<file path="config.mk">
export PLATFORM = sky130hd
export DESIGN_NAME = msfr_reader
export DESIGN_NICKNAME = d
export VERILOG_FILES = /design/src/hdl/msfr_pkg.sv /design/src/hdl/msfr_buf2.sv /design/src/hdl/msfr_reader.sv
export SDC_FILE = /design/constraint.sdc
export NUM_CORES = 1
export LEC_CHECK = 0
export ABC_CLOCK_PERIOD_IN_PS = 3700
export BUFFER_PORTS_ARGS = -buffer_cell sky130_fd_sc_hd__clkbuf_2
export CAP_MARGIN = 20
export CORE_MARGIN = 1.5
export CORE_UTILIZATION = 45
export CTS_BUF_LIST = sky130_fd_sc_hd__clkbuf_4
export DETAILED_ROUTE_END_ITERATION = 8
export PLACE_DENSITY = 0.73
export SLEW_MARGIN = 20
export SYNTH_ARGS = -nofsm -noshare
export SYNTH_HDL_FRONTEND = slang
export SYNTH_HIERARCHICAL = 1
export SYNTH_SLANG_ARGS = --single-unit
</file>
<file path="constraint.sdc">
create_clock -name sys_clk_i -period 3.7 [get_ports sys_clk_i]
set_clock_uncertainty 0.1 [all_clocks]
set_input_delay 0.925 -clock sys_clk_i [delete_from_list [all_inputs] [get_ports sys_clk_i]]
set_output_delay 0.925 -clock sys_clk_i [all_outputs]
set_load 0.02 [all_outputs]
</file>
<file path="src/hdl/msfr_pkg.sv">
/*
  Shared constants and types of the memory mapped serial flash reader.
  Assumes a 100 MHz system clock and one 24-bit addressed flash device.
*/
package msfr_pkg;

  ////////////////////////////////////////////////////////////////////////
  // Clocking
  localparam int unsigned SYS_CLK_HZ  = 100_000_000; // System clock rate
  localparam int unsigned SCK_BOOT_HZ = 4_000_000;   // Serial clock after reset
  localparam int unsigned SCK_MAX_HZ  = 25_000_000;  // Fastest allowed serial clock

  // Half period in system cycles, rounded up so the boot clock stays below 4 MHz
  localparam logic [7:0] DIV_RESET = 8'((SYS_CLK_HZ + 2 * SCK_BOOT_HZ - 1) / (2 * SCK_BOOT_HZ));
  // Smallest half period that leaves room for the input synchroniser
  localparam logic [7:0] DIV_MIN   = 8'h04;
  localparam logic [3:0] GAP_RESET = 4'hf;           // Widest select gap
  localparam logic       FAST_RESET = 1'b0;          // Normal read after reset

  ////////////////////////////////////////////////////////////////////////
  // Serial commands and frame lengths
  localparam logic [7:0] CMD_READ  = 8'h03;          // Normal read
  localparam logic [7:0] CMD_FAST  = 8'h0b;          // Fast read, one dummy byte
  localparam logic [7:0] DUMMY     = 8'h00;          // Dummy byte value
  localparam logic [5:0] TX_NORMAL = 6'h20;          // Command and address bits
  localparam logic [5:0] TX_FAST   = 6'h28;          // Plus the dummy byte
  localparam logic [5:0] RX_BITS   = 6'h20;          // One data word

  ////////////////////////////////////////////////////////////////////////
  // Boot and masters
  localparam logic [1:0]  STRAP_AUTO_BOOT = 2'h0;    // Strap code for flash boot
  localparam logic [31:0] BOOT_ADDR       = 32'h0000_0000; // First fetch address
  localparam int          NUM_MASTERS     = 2;       // Embedded and external CPU

  // Serial engine states
  typedef enum logic [2:0] {
    MSFR_IDLE,
    MSFR_TX,
    MSFR_RX,
    MSFR_HOLD,
    MSFR_GAP
  } msfr_state_t;

endpackage

</file>
<file path="src/hdl/msfr_buf2.sv">
/*
  Two-entry buffer with valid and ready on both sides.
  Assumes both sides run on the system clock; outputs come from flops.
*/
`timescale 1ns/1ps
module msfr_buf2 #(
  parameter int W = 32
) (
  input  wire logic         sys_clk_i,   // System clock
  input  wire logic         rst_n_i,     // Asynchronous reset, active low
  input  wire logic         in_valid_i,  // Word offered
  input  wire logic [W-1:0] in_data_i,   // Offered word
  output logic              in_ready_o,  // Room for a word
  output logic              out_valid_o, // Head word valid
  output logic [W-1:0]      out_data_o,  // Head word
  input  wire logic         out_ready_i  // Head word taken
);

  ////////////////////////////////////////////////////////////////////////
  // State
  typedef struct packed {
    logic         hv;  // Head valid
    logic [W-1:0] hd;  // Head word
    logic         tv;  // Tail valid
    logic [W-1:0] td;  // Tail word
  } msfr_buf_t;

  msfr_buf_t r;
  msfr_buf_t next_r;

  // Pop moves the tail forward, push fills the first free slot
  always_comb begin
    next_r = r;
    if (r.hv && out_ready_i) begin
      if (r.tv) begin
        next_r.hd = r.td;
        next_r.tv = 1'b0;
      end else begin
        next_r.hv = 1'b0;
      end
    end
    if (in_valid_i && !r.tv) begin
      if (!next_r.hv) begin
        next_r.hv = 1'b1;
        next_r.hd = in_data_i;
      end else begin
        next_r.tv = 1'b1;
        next_r.td = in_data_i;
      end
    end
  end

  // Register the state
  always_ff @(posedge sys_clk_i or negedge rst_n_i) begin
    if (!rst_n_i) begin
      r <= '0;
    end else begin
      r <= next_r;
    end
  end

  assign in_ready_o  = !r.tv;
  assign out_valid_o = r.hv;
  assign out_data_o  = r.hd;

endmodule

</file>
<file path="src/hdl/msfr_reader.sv">
/*
  Memory mapped serial flash reader with shared bus arbiter, prefetch,
  programmable timing and manual pin control.
  Assumes masters hold a request until acknowledged and keep one read
  outstanding; the flash works in clock mode 0 with 24-bit addresses.
*/
`timescale 1ns/1ps
module msfr_reader #(
  parameter int NM = msfr_pkg::NUM_MASTERS,
  parameter int IW = $clog2(NM)
) (
  input  wire logic                 sys_clk_i,                       // System clock
  input  wire logic                 rst_n_i,                         // Reset, active low
  input  wire logic [NM-1:0]        bus_req_i,                       // Read request
  input  wire logic [NM-1:0][31:0]  bus_addr_i,                      // Byte address
  input  wire logic [NM-1:0]        bus_last_i,                      // Last beat of burst
  output logic      [NM-1:0]        bus_ack_o,                       // Request taken
  output logic      [NM-1:0]        bus_grant_o,                     // Bus owner
  output logic                      bus_rvalid_o,                    // Read word valid
  output logic      [31:0]          bus_rdata_o,                     // Read word
  input  wire logic                 bus_rready_i,                    // Owner takes word
  input  wire logic [IW-1:0]        master_priority_level_one_i,     // First choice
  input  wire logic [IW-1:0]        master_priority_level_two_i,     // Second choice
  input  wire logic [IW-1:0]        master_priority_level_three_i,   // Third choice
  input  wire logic                 flash_master_timing_config_wr_i, // Timing write
  input  wire logic [7:0]           cfg_clock_div_i,                 // Half period
  input  wire logic                 quick_read_enable_i,             // Fast command
  input  wire logic [3:0]           select_gap_time_i,               // Gap periods
  input  wire logic [1:0]           boot_strap_select_i,             // Boot strap
  output logic                      cpu_boot_enable_o,               // CPU boots flash
  output logic      [31:0]          cpu_boot_addr_o,                 // Boot address
  input  wire logic                 manual_pin_override_enable_i,    // Manual mode
  input  wire logic                 manual_pin_control_sel_i,        // Select value
  input  wire logic                 manual_pin_control_sel_oe_i,     // Select enable
  input  wire logic                 manual_pin_control_clk_i,        // Clock value
  input  wire logic                 manual_pin_control_clk_oe_i,     // Clock enable
  input  wire logic                 manual_pin_control_dout_i,       // Data value
  input  wire logic                 manual_pin_control_dout_oe_i,    // Data enable
  output logic                      sampled_flash_input_level_o,     // Data-in level
  output logic                      flash_select_n_o,                // Chip select
  output logic                      flash_select_oe_o,               // Select enable
  output logic                      flash_clk_o,                     // Serial clock
  output logic                      flash_clk_oe_o,                  // Clock enable
  output logic                      flash_mosi_o,                    // Data out
  output logic                      flash_mosi_oe_o,                 // Data enable
  input  wire logic                 flash_master_in_i                // Data in pin
);
  import msfr_pkg::*;

  ////////////////////////////////////////////////////////////////////////
  // State
  typedef struct packed {
    logic              gv;      // Grant valid
    logic [IW-1:0]     gi;      // Granted master
    logic [NM-1:0]     gvec;    // Grant vector
    logic              burst;   // Burst still open
    logic              rwait;   // Answer outstanding
    logic [NM-1:0]     ack;     // Take pulse
    msfr_state_t       st;      // Engine state
    logic [7:0]        div;     // Configured half period
    logic [3:0]        gap;     // Configured gap
    logic              fast;    // Configured fast read
    logic [7:0]        ldiv;    // Half period of frame
    logic [3:0]        lgap;    // Gap of frame
    logic [12:0]       cnt;     // Half period or gap count
    logic              sck;     // Engine clock
    logic              csn;     // Engine select
    logic              mosi;    // Engine data out
    logic [39:0]       tx;      // Outgoing bits
    logic [5:0]        bits;    // Bits left
    logic [31:0]       rx;      // Incoming bits
    logic [21:0]       waddr;   // Word on the link
    logic              wv;      // Word wanted
    logic [21:0]       wa;      // Wanted word
    logic              pv;      // Push pending
    logic [31:0]       pd;      // Push word
    logic [2:0]        sy;      // Input synchroniser
    logic              mi;      // Filtered data in
    logic              boot_en; // Master mode
    logic              seen;    // Strap caught
    logic              sel_n;   // Pin select
    logic              sel_oe;  // Pin select enable
    logic              clk;     // Pin clock
    logic              clk_oe;  // Pin clock enable
    logic              dout;    // Pin data
    logic              dout_oe; // Pin data enable
  } msfr_regs_t;

  msfr_regs_t r;
  msfr_regs_t next_r;

  logic          buf_in_ready; // Room in buffer
  logic [IW:0]   win;          // Found flag and winner
  logic          take;         // Request accepted
  logic          tick;         // Half period elapsed
  logic [7:0]    cmd;          // Command of new frame
  logic [12:0]   gapc;         // Gap length in cycles

  ////////////////////////////////////////////////////////////////////////
  // Winner from three levels, then lowest index
  function automatic logic [IW:0] pick(input logic [NM-1:0] req, input logic [IW-1:0] l1,
                                       input logic [IW-1:0] l2, input logic [IW-1:0] l3);
    logic [IW:0] res;
    res = '0;
    for (int i = NM - 1; i >= 0; i--) begin
      if (req[i]) begin
        res = {1'b1, IW'(i)};
      end
    end
    if (req[l3]) begin
      res = {1'b1, l3};
    end
    if (req[l2]) begin
      res = {1'b1, l2};
    end
    if (req[l1]) begin
      res = {1'b1, l1};
    end
    return res;
  endfunction

  // Bus side byte lanes: flash byte n of the word in lane n
  function automatic logic [31:0] lanes(input logic [31:0] w);
    return {w[7:0], w[15:8], w[23:16], w[31:24]};
  endfunction

  ////////////////////////////////////////////////////////////////////////
  // Next state
  always_comb begin
    next_r = r;
    cmd    = r.fast ? CMD_FAST : CMD_READ;
    gapc   = 13'(r.lgap * r.ldiv * 13'h2);
    tick   = (r.cnt == {5'h00, r.ldiv - 8'h01});
    win    = pick(bus_req_i, master_priority_level_one_i, master_priority_level_two_i,
                  master_priority_level_three_i);
    take   = r.gv && bus_req_i[r.gi] && !r.rwait && !r.wv;
    next_r.ack = '0;
    // Buffer takes the pending word
    if (r.pv && buf_in_ready) begin
      next_r.pv = 1'b0;
    end
    // Three-stage data-in synchroniser with agreement filter
    next_r.sy = {r.sy[1:0], flash_master_in_i};
    if (r.sy[1] == r.sy[2]) begin
      next_r.mi = r.sy[2];
    end
    // Timing write; frames use latched copies
    if (flash_master_timing_config_wr_i) begin
      next_r.div  = cfg_clock_div_i;
      next_r.gap  = select_gap_time_i;
      next_r.fast = quick_read_enable_i;
    end
    // Strap caught once after reset release
    next_r.seen = 1'b1;
    if (!r.seen) begin
      next_r.boot_en = (boot_strap_select_i == STRAP_AUTO_BOOT);
    end
    // Arbitration only between transfers
    if (!r.gv && win[IW]) begin
      next_r.gv = 1'b1;
      next_r.gi = win[IW-1:0];
    end
    // Take a read request from the owner
    if (take) begin
      next_r.ack[r.gi] = 1'b1;
      next_r.wv        = 1'b1;
      next_r.wa        = bus_addr_i[r.gi][23:2];
      next_r.rwait     = 1'b1;
      next_r.burst     = !bus_last_i[r.gi];
    end
    // Answer taken; release unless a burst goes on
    if (bus_rvalid_o && bus_rready_i) begin
      next_r.rwait = 1'b0;
      if (!r.burst) begin
        next_r.gv = 1'b0;
      end
    end
    next_r.gvec = '0;
    if (next_r.gv) begin
      next_r.gvec[next_r.gi] = 1'b1;
    end
    // Serial engine
    case (r.st)
      MSFR_IDLE: begin
        // New frame with latched timing
        if (r.wv && !manual_pin_override_enable_i) begin
          next_r.ldiv  = (r.div < DIV_MIN) ? DIV_MIN : r.div;
          next_r.lgap  = r.gap;
          next_r.tx    = {cmd, r.wa, 2'b00, DUMMY};
          next_r.bits  = r.fast ? TX_FAST : TX_NORMAL;
          next_r.waddr = r.wa;
          next_r.csn   = 1'b0;
          next_r.mosi  = cmd[7];
          next_r.sck   = 1'b0;
          next_r.cnt   = '0;
          next_r.st    = MSFR_TX;
        end
      end
      MSFR_TX: begin
        // Shift out on falling edges
        if (tick) begin
          next_r.cnt = '0;
          next_r.sck = !r.sck;
          if (r.sck) begin
            next_r.tx   = {r.tx[38:0], 1'b0};
            next_r.mosi = r.tx[38];
            next_r.bits = r.bits - 6'h01;
            if (r.bits == 6'h01) begin
              next_r.mosi = 1'b0;
              next_r.bits = RX_BITS;
              next_r.st   = MSFR_RX;
            end
          end
        end else begin
          next_r.cnt = r.cnt + 13'h1;
        end
      end
      MSFR_RX: begin
        // Sample on falling edges, one full period after launch
        if (tick) begin
          next_r.cnt = '0;
          next_r.sck = !r.sck;
          if (r.sck) begin
            next_r.rx   = {r.rx[30:0], r.mi};
            next_r.bits = r.bits - 6'h01;
            if (r.bits == 6'h01) begin
              next_r.st = MSFR_HOLD;
            end
          end
        end else begin
          next_r.cnt = r.cnt + 13'h1;
        end
      end
      MSFR_HOLD: begin
        // Word ready, clock parked low
        if (manual_pin_override_enable_i) begin
          next_r.csn = 1'b1;
          next_r.cnt = gapc;
          next_r.st  = MSFR_GAP;
        end else if (r.wv && r.wa == r.waddr && !next_r.pv) begin
          next_r.pv    = 1'b1;
          next_r.pd    = lanes(r.rx);
          next_r.wv    = 1'b0;
          next_r.waddr = r.waddr + 22'h1;
          next_r.bits  = RX_BITS;
          next_r.cnt   = '0;
          next_r.st    = MSFR_RX;
        end else if (r.wv && r.wa != r.waddr) begin
          next_r.csn = 1'b1;
          next_r.cnt = gapc;
          next_r.st  = MSFR_GAP;
        end
      end
      MSFR_GAP: begin
        // Select high for the gap; the idle cycle after it completes the count
        if (r.cnt <= 13'h2) begin
          next_r.st = MSFR_IDLE;
        end else begin
          next_r.cnt = r.cnt - 13'h1;
        end
      end
      default: begin
        next_r.st = MSFR_IDLE;
      end
    endcase
    // Pin stage: manual values or engine in master mode
    if (manual_pin_override_enable_i) begin
      next_r.sel_n   = manual_pin_control_sel_i;
      next_r.sel_oe  = manual_pin_control_sel_oe_i;
      next_r.clk     = manual_pin_control_clk_i;
      next_r.clk_oe  = manual_pin_control_clk_oe_i;
      next_r.dout    = manual_pin_control_dout_i;
      next_r.dout_oe = manual_pin_control_dout_oe_i;
    end else begin
      next_r.sel_n   = next_r.csn;
      next_r.clk     = next_r.sck;
      next_r.dout    = next_r.mosi;
      next_r.sel_oe  = r.boot_en;
      next_r.clk_oe  = r.boot_en;
      next_r.dout_oe = r.boot_en;
    end
  end

  // Register the state; timing defaults are the boot values
  always_ff @(posedge sys_clk_i or negedge rst_n_i) begin
    if (!rst_n_i) begin
      r       <= '0;
      r.div   <= DIV_RESET;
      r.gap   <= GAP_RESET;
      r.fast  <= FAST_RESET;
      r.ldiv  <= DIV_RESET;
      r.csn   <= 1'b1;
      r.sel_n <= 1'b1;
    end else begin
      r <= next_r;
    end
  end

  ////////////////////////////////////////////////////////////////////////
  // Answer buffer between engine and bus
  msfr_buf2 #(
    .W (32)
  ) u_buf (
    .sys_clk_i   (sys_clk_i),
    .rst_n_i     (rst_n_i),
    .in_valid_i  (r.pv),
    .in_data_i   (r.pd),
    .in_ready_o  (buf_in_ready),
    .out_valid_o (bus_rvalid_o),
    .out_data_o  (bus_rdata_o),
    .out_ready_i (bus_rready_i)
  );

  assign bus_ack_o                   = r.ack;
  assign bus_grant_o                 = r.gvec;
  assign cpu_boot_enable_o           = r.boot_en;
  assign cpu_boot_addr_o             = BOOT_ADDR;
  assign sampled_flash_input_level_o = r.mi;
  assign flash_select_n_o            = r.sel_n;
  assign flash_select_oe_o           = r.sel_oe;
  assign flash_clk_o                 = r.clk;
  assign flash_clk_oe_o              = r.clk_oe;
  assign flash_mosi_o                = r.dout;
  assign flash_mosi_oe_o             = r.dout_oe;
endmodule

</file>
==> impl_metrics.yaml <==
clock_network:
  clk_path_buf_depth: 3
  clock-sinks: 284
  insertion_delay_ps: 710
  path_clk_slew_ps: 70
  cts_tree: "built"
  cts_inserted_buffers: 75
  cts_root_buf: "clkbuf_4"
  ctsHtreeMaxLevel: 3
timing:
  clock.fmax_ghz: 0.2791
  holdWs_ps: 112.7
  layout_min_cycle_time_ps: 3583
  hold_viol_final: 0
  min_period_over_period: 0.9684
  setup_viol: 0
  setup_tns_ps: 0
  relSlewSlack: 0.3535
  tightest_slew_ps: 968.7
  rsz0062_at_grt: "true"
  setup_ws_ps: 116.8
  finalMaxSlewViolations: 0
critical_path:
  crit_family: "adder cells"
  endpoint_kind: "register"
  r2r_setup_slack_ps: 120
  cp.arrival_ps: 4060
  slowest_stage: "fa_1"
  cp_max_fo: 9
  regToRegEndpoint: "r[181]"
  worst-setup-path-type: "register to register"
  cp.required_ps: 4170
  ff2ff_path_depth: 13
  crit_cells: 13
  critical-path-max-stage-delay_ps: 530
  cp_cell_sequence: "and2_1 > fa_1 > inv_1 > fa_1 > inv_1 > ha_4 > nand3_2 > o2111ai_2 > nand2_1 > xnor2_1 > a222oi_1 > o31a_1 > o22ai_1"
  timing.rr.start: "r[193]"
  crit_buf_inv: 2
  crit_path_start_kind: "register"
finish:
  fin_area_mm2: 0.01685
  drive_above_1_share: 0.2408
  fin_nets: 1772
  areaGrowthSynthToFinish_pct: 11.49
power_and_ir_drop:
  power.static_leakage_nw: 8.285
  power_mw: 6.806
  powerDensity_mw_per_mm2: 403.9
  peakVddDrop_mv: 0.2622
global_route:
  grt_pass1_wl_um: 56020
  grt-ovfl-total: 0
  grt_usage: 0.2015
  grt_pass1_vias: 11390
  grt_max_degree: 80
  antenna_found_initial: 1
status:
  outcome: "finished clean"
routing:
  via_per_inst: 5.424
  routed-via-count: 11570
  routedWlPerCell_um: 15.93
  ant_nets: 0
  dr.pass1.iters: 5
  drt_iter0_drc: 843
  drc_errors: 0
  drt-total-wl_um: 33980
yosys:
  synthCells: 1536
  ys.warnings.count: 6
  synth_flop_cell: "dfrtp_1"
  syn-mean-instance-area_um2: 9.839
  ys_types: 81
  netlist_top_cells_area: "dfrtp_1, nand2_1, mux2_2, buf_4, mux2_4"
  synth-seq-cells: 284
  seq_area_frac_synth: 0.4712
  synth_edf_count: 0
  synthTopCellsByCount: "nand2_1, dfrtp_1, nor2_1, buf_4, clkbuf_1"
  synth.most_common_cell: "nand2_1"
  synth_largest_area_cell: "dfrtp_1"
  netlist_area_mm2: 0.01511
  synthArstFlopShare: 1.000
  synth_top_area_share: 0.4504
floorplan:
  die_x_um: 186.3
  core_area_mm2: 0.03278
  rows: 66
  die_area_mm2: 0.03469
  die_h_um: 186.3
  start_util: 0.4610
  ios: 175
place:
  place_ws_ps: -30.83
  io_buffer_count: 120
  dp_hpwl_um: 22640
  place_area_mm2: 0.01575
  place.gp.congestion: 0.8658
job:
  cap_violations: 0
worst_hold_path:
  hold_class: "input port to async pin"
[where the power goes]
part	leakage [nW]	switching [mW]	internal, mW
combinational	4.06	0.314	0.258
clock	0.582	1.28	1.56
sequential	3.65	0.159	3.23
total	8.29	1.75	5.05
[layout by cell type (no fill, tap or decap), types with 14 or more instances in the layout]
cell	count
a21o_1	24
a21oi_1	51
a22o_1	36
a31oi_1	37
and2_1	24
buf_4	30
clkbuf_2	119
clkbuf_4	109
conb_1	33
dfrtp_1	269
ha_1	21
inv_1	56
mux2_2	50
mux2_4	30
mux2i_1	29
nand2_1	287
nand3_1	26
nor2_1	72
nor3_1	48
o21ai_0	39
o21ai_1	14
xnor2_1	37
[area by class of cell]
cell class                      count  area, um2
Antenna cell                        1      2.502
Clock buffer                      109      818.3
Clock inverter                     20      165.2
Fill cell                        2970      15930
Inverter                           56      210.2
Multi-Input combinational cell   1065       7019
Sequential cell                   284       7126
Tap cell                          442      553.0
Timing Repair Buffer              156      955.9
[worst max-delay path by stage]
| stage | from | endpoint | slack, ps |
|---|---|---|---|
| 2_1_floorplan | r[188] | r[182] | 230 |
| 3_3_place_gp | r[186] | r[181] | 80 |
| 3_5_place_dp | r[186] | r[181] | -30 |
| 4_1_cts | r[186] | r[181] | 40 |
| 5_1_grt | r[190] | r[182] | -70 |
| 6_report | r[193] | r[181] | 120 |
[state kept, by name, indices dropped and copies added (netlist names), 2 cells and up]
name and cells:
r 204, u_buf/r 33, u_buf/out_data_o 32, bus_ack_o 2
bus_grant_o 2, next_r 2
[metal layers]
metal | routed length, um | part of all wire | global-route usage | up-vias
met5 | 0 | 0 | 0 | -
met4 | 785 | 0.023 | 0.07968 | 0
met3 | 2178 | 0.064 | 0.04050 | 75
met2 | 16070 | 0.47 | 0.3372 | 427
met1 | 14940 | 0.44 | 0.2565 | 5586
li1 | - | - | - | 5481
[logic make-up (layout without fill, tap and decap cells)]
logic type                 Yosys count  count (layout)  synth area share
and+or+nand+nor                    550             550            0.1692
AOI/OAI and AO/OA                  289             289            0.1309
DFF                                284             284            0.4712
buffers and inverters              218             341           0.07823
muxes                              109             109           0.08627
xor gates and xnor gates            47              47           0.02724
adders and majority gates           37              37           0.03643
other                                2              34         0.0004969
[repair_timing]
| item | in CTS | in global routing |
|---|---|---|
| setup buffers | 0 | 4 |
| cloned | 0 | 0 |
| gates resized for setup | 1 | 16 |
| pin swaps | 0 | 7 |
| hold buffers | 0 | 0 |
| hold endpoints to repair | 0 | 0 |
| setup endpoints to repair | 1 | 3 |
[metrics by stage]
stage          std cells  utilization
2_1_floorplan       1567            -
3_3_place_gp        1999       0.4804
3_5_place_dp        1999       0.4804
4_1_cts             2128       0.5106
5_1_grt             2133       0.5140
6_report            2133       0.5140
Power figures use the tool's default switching activity.
